[src/spcfg_pkg.sv]
package spcfg_pkg;

    // ****************************************************************
    // register bus
    // ****************************************************************
    localparam int SPCFG_AW = 4;
    localparam int SPCFG_DW = 8;
    localparam logic [3:0] SPCFG_OFS_CMD = 4'h0;
    localparam logic [3:0] SPCFG_OFS_STATUS = 4'h1;
    localparam logic [3:0] SPCFG_OFS_MODE = 4'h2;
    localparam logic [3:0] SPCFG_OFS_IRQ_STAT = 4'h3;
    localparam logic [3:0] SPCFG_OFS_IRQ_MASK = 4'h4;
    localparam logic [3:0] SPCFG_OFS_CLR_ERR = 4'h5;
    localparam logic [3:0] SPCFG_OFS_PULSE_CNT = 4'h6;
    localparam logic [3:0] SPCFG_OFS_REJ_CNT = 4'h7;

    // ****************************************************************
    // command and field layout
    // ****************************************************************
    localparam logic [7:0] SPCFG_CMD_PIN_CFG = 8'hB8;
    localparam int SPCFG_CODE_LSB = 0;
    localparam int SPCFG_CODE_W = 2;
    localparam int SPCFG_RSVD_LSB = 2;
    localparam int SPCFG_RSVD_W = 6;
    localparam int SPCFG_SR_READY_BIT = 7;
    localparam int SPCFG_SR_ERASE_ERR_BIT = 5;
    localparam int SPCFG_SR_PROG_ERR_BIT = 4;

    // ****************************************************************
    // pin modes
    // ****************************************************************
    typedef enum logic [1:0] {
        SPCFG_READY_BUSY_LEVEL_MODE = 2'h0,
        SPCFG_ERASE_DONE_PULSE_MODE = 2'h1,
        SPCFG_PROGRAM_DONE_PULSE_MODE = 2'h2,
        SPCFG_ANY_DONE_PULSE_MODE = 2'h3
    } spcfg_mode_t;
    localparam spcfg_mode_t SPCFG_MODE_RST = SPCFG_READY_BUSY_LEVEL_MODE;

    // ****************************************************************
    // interrupt status layout
    // ****************************************************************
    localparam int SPCFG_IRQ_W = 4;
    localparam int SPCFG_IRQ_ERASE_BIT = 0;
    localparam int SPCFG_IRQ_PROG_BIT = 1;
    localparam int SPCFG_IRQ_CFG_ERR_BIT = 2;
    localparam int SPCFG_IRQ_READY_BIT = 3;
    localparam logic [3:0] SPCFG_IRQ_MASK_RST = 4'h0;

    // ****************************************************************
    // timing
    // ****************************************************************
    localparam int SPCFG_CLK_PERIOD_PS = 5000;
    localparam int SPCFG_PULSE_NS = 250;
    localparam int SPCFG_PULSE_CYC =
        (SPCFG_PULSE_NS * 1000 + SPCFG_CLK_PERIOD_PS - 1) / SPCFG_CLK_PERIOD_PS;

endpackage

[src/spcfg_link_if.sv]
`timescale 1ns/1ps
interface spcfg_link_if;
    logic cmd_valid;
    logic [7:0] cmd_byte;
    logic cfg_load;
    logic [1:0] cfg_code;
    logic cfg_err;
    logic fire;
    logic pulse_active;

    modport dec (input cmd_valid, input cmd_byte, output cfg_load, output cfg_code,
        output cfg_err);
    modport pul (input fire, output pulse_active);
    modport top (output cmd_valid, output cmd_byte, input cfg_load, input cfg_code,
        input cfg_err, output fire, input pulse_active);
endinterface

[src/spcfg_top.sv]
// Implementation choices: the placing of the registers and the strobed register port.
`timescale 1ns/1ps
// Functional notes
// - code 00 default: pin shows ready/busy level
// - code 01: pulse on erase completion
// - code 10: pulse on program completion
// - code 11: pulse on erase or program
// - B8h then code byte selects mode
// - pulse drives pin low about 250 ns
// - erase pulse on single or queued end
// - status ready bit: 1 ready, 0 busy
// - ready indication sits in status bit 7
// - invalid code sets both error bits
module spcfg_top
    import spcfg_pkg::*;
#(
    parameter int PULSE_CYC = SPCFG_PULSE_CYC
) (
    // clock, reset, enable
    input wire logic mclk,
    input wire logic rst_b,
    input wire logic clk_en,
    // register port
    input wire logic [SPCFG_AW-1:0] reg_addr,
    input wire logic [SPCFG_DW-1:0] reg_wdata,
    input wire logic reg_wr,
    input wire logic reg_rd,
    output logic [SPCFG_DW-1:0] reg_rdata,
    // write sequencer
    input wire logic seq_busy,
    input wire logic erase_done,
    input wire logic erase_queue_pending,
    input wire logic program_done,
    // completion pin, open drain
    input wire logic completion_signal_pin_i,
    output logic completion_signal_pin_o,
    output logic completion_signal_pin_oe,
    // interrupt
    output logic irq
);

    // ****************************************************************
    // declarations
    // ****************************************************************
    spcfg_link_if lnk ();

    spcfg_mode_t mode_r;
    logic prog_err_r;
    logic erase_err_r;
    logic seq_busy_d_r;
    logic pin_oe_r;
    logic [SPCFG_DW-1:0] rdata_r;
    logic [SPCFG_IRQ_W-1:0] irq_stat_r;
    logic [SPCFG_IRQ_W-1:0] irq_stat_nxt;
    logic [SPCFG_IRQ_W-1:0] irq_mask_r;
    logic [SPCFG_IRQ_W-1:0] irq_evt;
    logic irq_r;
    logic [7:0] pulse_cnt_r;
    logic [7:0] rej_cnt_r;
    logic erase_evt;
    logic prog_evt;
    logic ready_evt;
    logic fire;
    logic clr_err;
    logic irq_stat_rd;
    logic [SPCFG_DW-1:0] status_byte;
    logic [SPCFG_DW-1:0] rd_mux;

    // ****************************************************************
    // helpers
    // ****************************************************************
    function automatic logic reg_hit(input logic strobe, input logic [SPCFG_AW-1:0] a,
                                     input logic [SPCFG_AW-1:0] ofs);
        reg_hit = strobe && (a == ofs);
    endfunction

    function automatic logic [SPCFG_DW-1:0] zext_irq(input logic [SPCFG_IRQ_W-1:0] v);
        zext_irq = {{(SPCFG_DW - SPCFG_IRQ_W){1'b0}}, v};
    endfunction

    function automatic logic [7:0] sat_inc(input logic [7:0] v);
        sat_inc = (v == 8'hFF) ? v : v + 8'h01;
    endfunction

    // ****************************************************************
    // submodules
    // ****************************************************************
    assign lnk.cmd_valid = reg_hit(reg_wr, reg_addr, SPCFG_OFS_CMD);
    assign lnk.cmd_byte = reg_wdata;
    assign lnk.fire = fire;

    spcfg_cmd_dec u_dec (
        .mclk(mclk),
        .rst_b(rst_b),
        .clk_en(clk_en),
        .lnk(lnk.dec)
    );

    spcfg_pulse_gen #(
        .PULSE_CYC(PULSE_CYC)
    ) u_pulse (
        .mclk(mclk),
        .rst_b(rst_b),
        .clk_en(clk_en),
        .lnk(lnk.pul)
    );

    // ****************************************************************
    // completion events
    // ****************************************************************
    // an erase inside a queue stays quiet; only the last one counts
    assign erase_evt = erase_done && !erase_queue_pending;
    assign prog_evt = program_done;
    assign ready_evt = seq_busy_d_r && !seq_busy;

    always_comb begin
        fire = 1'b0;
        unique case (mode_r)
            SPCFG_READY_BUSY_LEVEL_MODE: fire = 1'b0;
            SPCFG_ERASE_DONE_PULSE_MODE: fire = erase_evt;
            SPCFG_PROGRAM_DONE_PULSE_MODE: fire = prog_evt;
            SPCFG_ANY_DONE_PULSE_MODE: fire = erase_evt || prog_evt;
        endcase
    end

    always_ff @(posedge mclk) begin
        if (!rst_b) begin
            seq_busy_d_r <= 1'b0;
        end else if (clk_en) begin
            seq_busy_d_r <= seq_busy;
        end
    end

    // ****************************************************************
    // pin mode
    // ****************************************************************
    always_ff @(posedge mclk) begin
        if (!rst_b) begin
            mode_r <= SPCFG_MODE_RST;
        end else if (clk_en && lnk.cfg_load) begin
            mode_r <= spcfg_mode_t'(lnk.cfg_code);
        end
    end

    // ****************************************************************
    // completion pin drive
    // ****************************************************************
    // open drain: the pin is only ever pulled low, released otherwise
    always_ff @(posedge mclk) begin
        if (!rst_b) begin
            pin_oe_r <= 1'b0;
        end else if (clk_en) begin
            if (mode_r == SPCFG_READY_BUSY_LEVEL_MODE) begin
                pin_oe_r <= seq_busy;
            end else begin
                pin_oe_r <= lnk.pulse_active || fire;
            end
        end
    end

    assign completion_signal_pin_o = 1'b0;
    assign completion_signal_pin_oe = pin_oe_r;

    // ****************************************************************
    // status byte error bits
    // ****************************************************************
    assign clr_err = reg_hit(reg_wr, reg_addr, SPCFG_OFS_CLR_ERR);

    // a fresh error beats a clear in the same cycle
    always_ff @(posedge mclk) begin
        if (!rst_b) begin
            prog_err_r <= 1'b0;
            erase_err_r <= 1'b0;
        end else if (clk_en) begin
            if (lnk.cfg_err) begin
                prog_err_r <= 1'b1;
                erase_err_r <= 1'b1;
            end else if (clr_err) begin
                prog_err_r <= 1'b0;
                erase_err_r <= 1'b0;
            end
        end
    end

    always_comb begin
        status_byte = 8'h00;
        status_byte[SPCFG_SR_READY_BIT] = !seq_busy;
        status_byte[SPCFG_SR_ERASE_ERR_BIT] = erase_err_r;
        status_byte[SPCFG_SR_PROG_ERR_BIT] = prog_err_r;
    end

    // ****************************************************************
    // diagnostic counters
    // ****************************************************************
    always_ff @(posedge mclk) begin
        if (!rst_b) begin
            pulse_cnt_r <= 8'h00;
        end else if (clk_en && fire) begin
            pulse_cnt_r <= sat_inc(pulse_cnt_r);
        end
    end

    always_ff @(posedge mclk) begin
        if (!rst_b) begin
            rej_cnt_r <= 8'h00;
        end else if (clk_en && lnk.cfg_err) begin
            rej_cnt_r <= sat_inc(rej_cnt_r);
        end
    end

    // ****************************************************************
    // interrupts
    // ****************************************************************
    always_comb begin
        irq_evt = '0;
        irq_evt[SPCFG_IRQ_ERASE_BIT] = erase_evt;
        irq_evt[SPCFG_IRQ_PROG_BIT] = prog_evt;
        irq_evt[SPCFG_IRQ_CFG_ERR_BIT] = lnk.cfg_err;
        irq_evt[SPCFG_IRQ_READY_BIT] = ready_evt;
    end

    assign irq_stat_rd = reg_hit(reg_rd, reg_addr, SPCFG_OFS_IRQ_STAT);

    // read clears, but an event in the same cycle stays set
    always_comb begin
        irq_stat_nxt = irq_stat_rd ? irq_evt : (irq_stat_r | irq_evt);
    end

    always_ff @(posedge mclk) begin
        if (!rst_b) begin
            irq_stat_r <= '0;
        end else if (clk_en) begin
            irq_stat_r <= irq_stat_nxt;
        end
    end

    always_ff @(posedge mclk) begin
        if (!rst_b) begin
            irq_mask_r <= SPCFG_IRQ_MASK_RST;
        end else if (clk_en && reg_hit(reg_wr, reg_addr, SPCFG_OFS_IRQ_MASK)) begin
            irq_mask_r <= reg_wdata[SPCFG_IRQ_W-1:0];
        end
    end

    always_ff @(posedge mclk) begin
        if (!rst_b) begin
            irq_r <= 1'b0;
        end else if (clk_en) begin
            irq_r <= |(irq_stat_nxt & irq_mask_r);
        end
    end

    assign irq = irq_r;

    // ****************************************************************
    // register read
    // ****************************************************************
    always_comb begin
        rd_mux = 8'h00;
        unique case (reg_addr)
            SPCFG_OFS_STATUS: rd_mux = status_byte;
            SPCFG_OFS_MODE: rd_mux = {6'h00, mode_r};
            SPCFG_OFS_IRQ_STAT: rd_mux = zext_irq(irq_stat_r);
            SPCFG_OFS_IRQ_MASK: rd_mux = zext_irq(irq_mask_r);
            SPCFG_OFS_PULSE_CNT: rd_mux = pulse_cnt_r;
            SPCFG_OFS_REJ_CNT: rd_mux = rej_cnt_r;
            default: rd_mux = 8'h00;
        endcase
    end

    // data stands only in the cycle after the read strobe
    always_ff @(posedge mclk) begin
        if (!rst_b) begin
            rdata_r <= 8'h00;
        end else if (clk_en) begin
            rdata_r <= reg_rd ? rd_mux : 8'h00;
        end
    end

    assign reg_rdata = rdata_r;

endmodule // spcfg_top

[src/spcfg_cmd_dec.sv]
`timescale 1ns/1ps
module spcfg_cmd_dec
    import spcfg_pkg::*;
(
    // clock and reset
    input wire logic mclk,
    input wire logic rst_b,
    input wire logic clk_en,
    // link to top
    spcfg_link_if.dec lnk
);

    typedef enum logic {SPCFG_DEC_IDLE, SPCFG_DEC_ARMED} spcfg_dec_state_t;

    spcfg_dec_state_t state_r;
    logic load_r;
    logic err_r;
    logic [1:0] code_r;
    logic rsvd_zero;

    assign rsvd_zero = (lnk.cmd_byte[SPCFG_RSVD_LSB +: SPCFG_RSVD_W] == 6'h00);

    // ****************************************************************
    // two-write setup and confirm
    // ****************************************************************
    always_ff @(posedge mclk) begin
        if (!rst_b) begin
            state_r <= SPCFG_DEC_IDLE;
            load_r <= 1'b0;
            err_r <= 1'b0;
            code_r <= 2'h0;
        end else if (clk_en) begin
            load_r <= 1'b0;
            err_r <= 1'b0;
            if (lnk.cmd_valid) begin
                unique case (state_r)
                    SPCFG_DEC_IDLE: begin
                        if (lnk.cmd_byte == SPCFG_CMD_PIN_CFG) begin
                            state_r <= SPCFG_DEC_ARMED;
                        end
                    end
                    SPCFG_DEC_ARMED: begin
                        state_r <= SPCFG_DEC_IDLE;
                        if (rsvd_zero) begin
                            load_r <= 1'b1;
                            code_r <= lnk.cmd_byte[SPCFG_CODE_LSB +: SPCFG_CODE_W];
                        end else begin
                            err_r <= 1'b1;
                        end
                    end
                endcase
            end
        end
    end

    assign lnk.cfg_load = load_r;
    assign lnk.cfg_err = err_r;
    assign lnk.cfg_code = code_r;

endmodule // spcfg_cmd_dec

[src/spcfg_pulse_gen.sv]
`timescale 1ns/1ps
module spcfg_pulse_gen
    import spcfg_pkg::*;
#(
    parameter int PULSE_CYC = SPCFG_PULSE_CYC
) (
    // clock and reset
    input wire logic mclk,
    input wire logic rst_b,
    input wire logic clk_en,
    // link to top
    spcfg_link_if.pul lnk
);

    localparam int CW = $clog2(PULSE_CYC + 1);
    localparam logic [CW-1:0] LOAD_VAL = CW'(PULSE_CYC);

    logic [CW-1:0] cnt_r;

    // ****************************************************************
    // low pulse timer
    // ****************************************************************
    // a new event during a pulse restarts it; back-to-back events merge
    always_ff @(posedge mclk) begin
        if (!rst_b) begin
            cnt_r <= '0;
        end else if (clk_en) begin
            if (lnk.fire) begin
                cnt_r <= LOAD_VAL;
            end else if (cnt_r != '0) begin
                cnt_r <= cnt_r - 1'b1;
            end
        end
    end

    assign lnk.pulse_active = (cnt_r != '0);

endmodule // spcfg_pulse_gen

[config.mk]
export PLATFORM = sky130hd
export DESIGN_NAME = spcfg_top
export DESIGN_NICKNAME = d
export VERILOG_FILES = /design/src/spcfg_pkg.sv /design/src/spcfg_link_if.sv /design/src/spcfg_top.sv /design/src/spcfg_cmd_dec.sv /design/src/spcfg_pulse_gen.sv
export SDC_FILE = /design/constraint.sdc
export NUM_CORES = 1
export LEC_CHECK = 0
export BUFFER_PORTS_ARGS = -buffer_cell sky130_fd_sc_hd__buf_2
export CAP_MARGIN = 20
export CORE_UTILIZATION = 45
export DETAILED_ROUTE_END_ITERATION = 6
export PLACE_DENSITY = 0.74
export SYNTH_ARGS = -nofsm -noshare
export SYNTH_HDL_FRONTEND = slang
export SYNTH_SLANG_ARGS = --single-unit
[constraint.sdc]
create_clock -name mclk -period 4.1 [get_ports mclk]
set_clock_uncertainty 0.2 [all_clocks]
set_input_delay 1.23 -clock mclk [delete_from_list [all_inputs] [get_ports mclk]]
set_output_delay 1.23 -clock mclk [all_outputs]
set_load 0.02 [all_outputs]
==> impl_results.md <==
- Status: completed
- YS warnings: 0
- Fmax achieved: roughly 360 MHz
- Core area: between 5000 and 6000 um^2
- Post-layout min period: between 2000 and 3000 ps
- Worst Path Max Fanout: 16
- Vias in the first global route: 2183
- Peak supply drop: about 0.00019 V
- Initial DRT Pass Iterations: 4
- Total CTS buffers: 5
- Routed wire length per instance: 14.6 um
- Relative slew margins: between 30% and 40%
- Final period util: approximately 67%
- Worst slew pin tran: about 930 ps
- Fraction of the yosys area taken by sequential cells: 38.9%
- Layout Cells excl Fill: around 400
- Total track usage: approximately a fifth
- Type of origin of the critical path: primary input
- Most common cell after layout, fill and taps aside: dfxtp_1
- Synth-to-Final Area Change: 12.3%
- # fillers: just over 500
- Nets@finish: 354
- Std-Cell Rows: 26
- Initial antenna violation count: 0
- Total congestion overflow: 0
- Commonest non-fill, non-tap cells in the layout: dfxtp_1 (49), buf_2 (30), nor2_1 (29)
- CTS resizes: 0
- CP cell instances: buf_2, and3b_1, o21ai_1, nand2_1, o311a_2
- Root Driver: clkbuf_8
- First-pass GRT wire length: a little under 10 mm
- Fin. max-slew vios: 0
- Final setup fails: 0
- Setup TNS Final: 0 ps
- Port buffer count: 30
- Starting DRC count in detailed routing: 187
- Io pins: 33
- RSZ-0062 raised after global routing: no
- Effective utilization at floorplan: between 40 and 50%
- Hold Crit Class: reg -> reg
- Post-DP HPWL: just over 4 mm
- Syn_area_per_cell: ~8.3 um^2
- DP Cell Count: between 300 and 400
- Cell Pwr Density: roughly 300 nW/um^2
- FF+latch count, synth: 49
- Largest net degree at the start of global routing: 34
- Endpoint class of the critical path: flop
- Die Width: about 77 um
- Clock sink count: between 40 and 50
- Cell count of the worst reg-to-reg path: 4
- Postcts setup bufs: 0
- Die ar.: between 5000 and 6000 um^2
- Hold buffers post-CTS: 0
- Final antenna-violating net count: 0
- Final hold viol count: 0
- DR DRC count: 0
- Max-cap viol count: 0
- Skew-Pair Late Insertion Delay: 310 ps
- Synth Flop Type: dfxtp_1
- Cell variety after synth: 53
- Routability cong.: around 0.84
- Design Area, Final: roughly 2800 um^2
- H-tree depth: 2
- CP max stage delay: approximately 750 ps
- Hold path depth: 2
- Worst-path clk slew: around 90 ps
- Ys async rst share: 0%
- Fin util: between 50 and 60%
- CTS tree: built
- # diodes: 0
- Chip height: approximately 77 um
- Mapped Nets: 329
- Class of the most critical setup path: in -> reg
- Multi-input gate area: 1450 um^2
- Vias after detailed routing: roughly 2400
- Share of layout cells above drive strength 1: 16.4%
- CTS max path bufs: 2
- Crit-path slowest cell: o21ai_1
- Dpl cell area: 2710 um^2
- Worst path required time: 4100 ps
- Post-Syn Instances: just over 300
- LEAKAGE: about 1.0 nW
- Total power: 0.836 mW
- Final WL: 5.83 mm
- Critical path arrival: about 2800 ps
- Synth Cell Area: 2520 um^2
- Via density per instance: a little under 6
- Storage cell area: just under 1000 um^2
- EDFF count, synth: 0
-- where the power goes --
| part | switching (mW) | total (mW) | internal (mW) | leakage [nW] |
|---|---|---|---|---|
| Clock | 0.173 | 0.293 | 0.120 | 0.0364 |
| Combinational | 0.0385 | 0.0620 | 0.0235 | 0.611 |
| Sequential | 0.00231 | 0.481 | 0.479 | 0.396 |
| Total | 0.214 | 0.836 | 0.622 | 1.04 |
-- registers in the layout, indices dropped and copies added (netlist names) --
signal / cells
seq_busy_d_r: 1
erase_err_r: 1
irq_stat_r: 4
mode_r: 2
reg_rdata: 8
u_dec.lnk.cfg_code: 2
u_dec.lnk.cfg_err: 1
u_pulse.cnt_r: 6
u_dec.state_r: 1
irq_mask_r: 4
irq: 1
completion_signal_pin_oe: 1
u_dec.lnk.cfg_load: 1
pulse_cnt_r: 8
rej_cnt_r: 8
-- kinds of logic after synthesis --
group                      after synthesis  share of synthesized area (%)
and+or+nand+nor                        123                           25.1
AOI/OAI and AO/OA                       86                           23.3
muxes                                   15                           6.25
other                                    1                          0.149
DFF                                     49                           38.9
xor gates and xnor gates                 2                          0.695
buffers and inverters                   23                           3.67
adders and majority gates                4                           1.99
-- critical path, delay by kind of cell --
family	cells	cell delay, ps
AND/OR/NAND/NOR	2	310
buffers and inverters	1	110
AO/OA/AOI/OAI	2	1100
-- layer usage --
metal | share of wire [%] | vias to the layer above | track usage [%]
li1 | - | 1172 | -
met2 | 48 | 65 | 34.7
met3 | 5.3 | 5 | 3.81
met1 | 46 | 1109 | 26.7
met4 | 0.79 | 0 | 5.38
met5 | 0 | - | 0
-- through the flow --
stage,worst slack [ps],hold WS (ps)
floorplan,1430,237
global placement,1060,243
detailed placement,1010,247
CTS,1340,260
global route,1180,302
finish,1350,257
-- final timing paths --
kind | from | endpoint | slack, ps
worst max register to register | mode_r[0]$_SDFFE_PN0P_ | u_pulse.cnt_r[5]$_SDFFE_PN0P_ | 1950
worst min register to register | completion_signal_pin_oe$_SDFFE_PN0P_ | completion_signal_pin_oe$_SDFFE_PN0P_ | 260
worst max-delay path | erase_done | u_pulse.cnt_r[5]$_SDFFE_PN0P_ | 1350
worst min-delay path | completion_signal_pin_oe$_SDFFE_PN0P_ | completion_signal_pin_oe$_SDFFE_PN0P_ | 260
-- cells in the mapped netlist, types with 3 or more instances --
cell / count / area, um^2
dfxtp_1: 49 / 981
or3_1: 5 / 31.3
nor2b_1: 8 / 50.1
nor2_1: 29 / 109
nand4_1: 4 / 25.0
o21ai_0: 12 / 60.1
nand3_1: 16 / 80.1
nor3_1: 7 / 35.0
ha_1: 4 / 50.1
a21o_1: 3 / 22.5
a22o_1: 3 / 26.3
o31ai_1: 5 / 37.5
clkbuf_1: 12 / 45.0
nand2_1: 27 / 101
a21oi_1: 26 / 130
a22oi_1: 9 / 67.6
or4_1: 7 / 52.6
o41ai_1: 4 / 35.0
and3_1: 6 / 37.5
a2bb2oi_1: 4 / 35.0
inv_1: 8 / 30.0
mux2_2: 6 / 67.6
mux2i_1: 9 / 90.1
-- final cells by class --
cell class                      instances  area share (%)
Multi-Input combinational cell        231            51.1
Sequential cell                        49            34.7
Timing Repair Buffer                   33            6.81
Tap cell                               70            3.09
Clock buffer                            5            2.43
Inverter                                8            1.06
Clock inverter                          3           0.796
No activity file was read; power rests on OpenSTA's default activity.
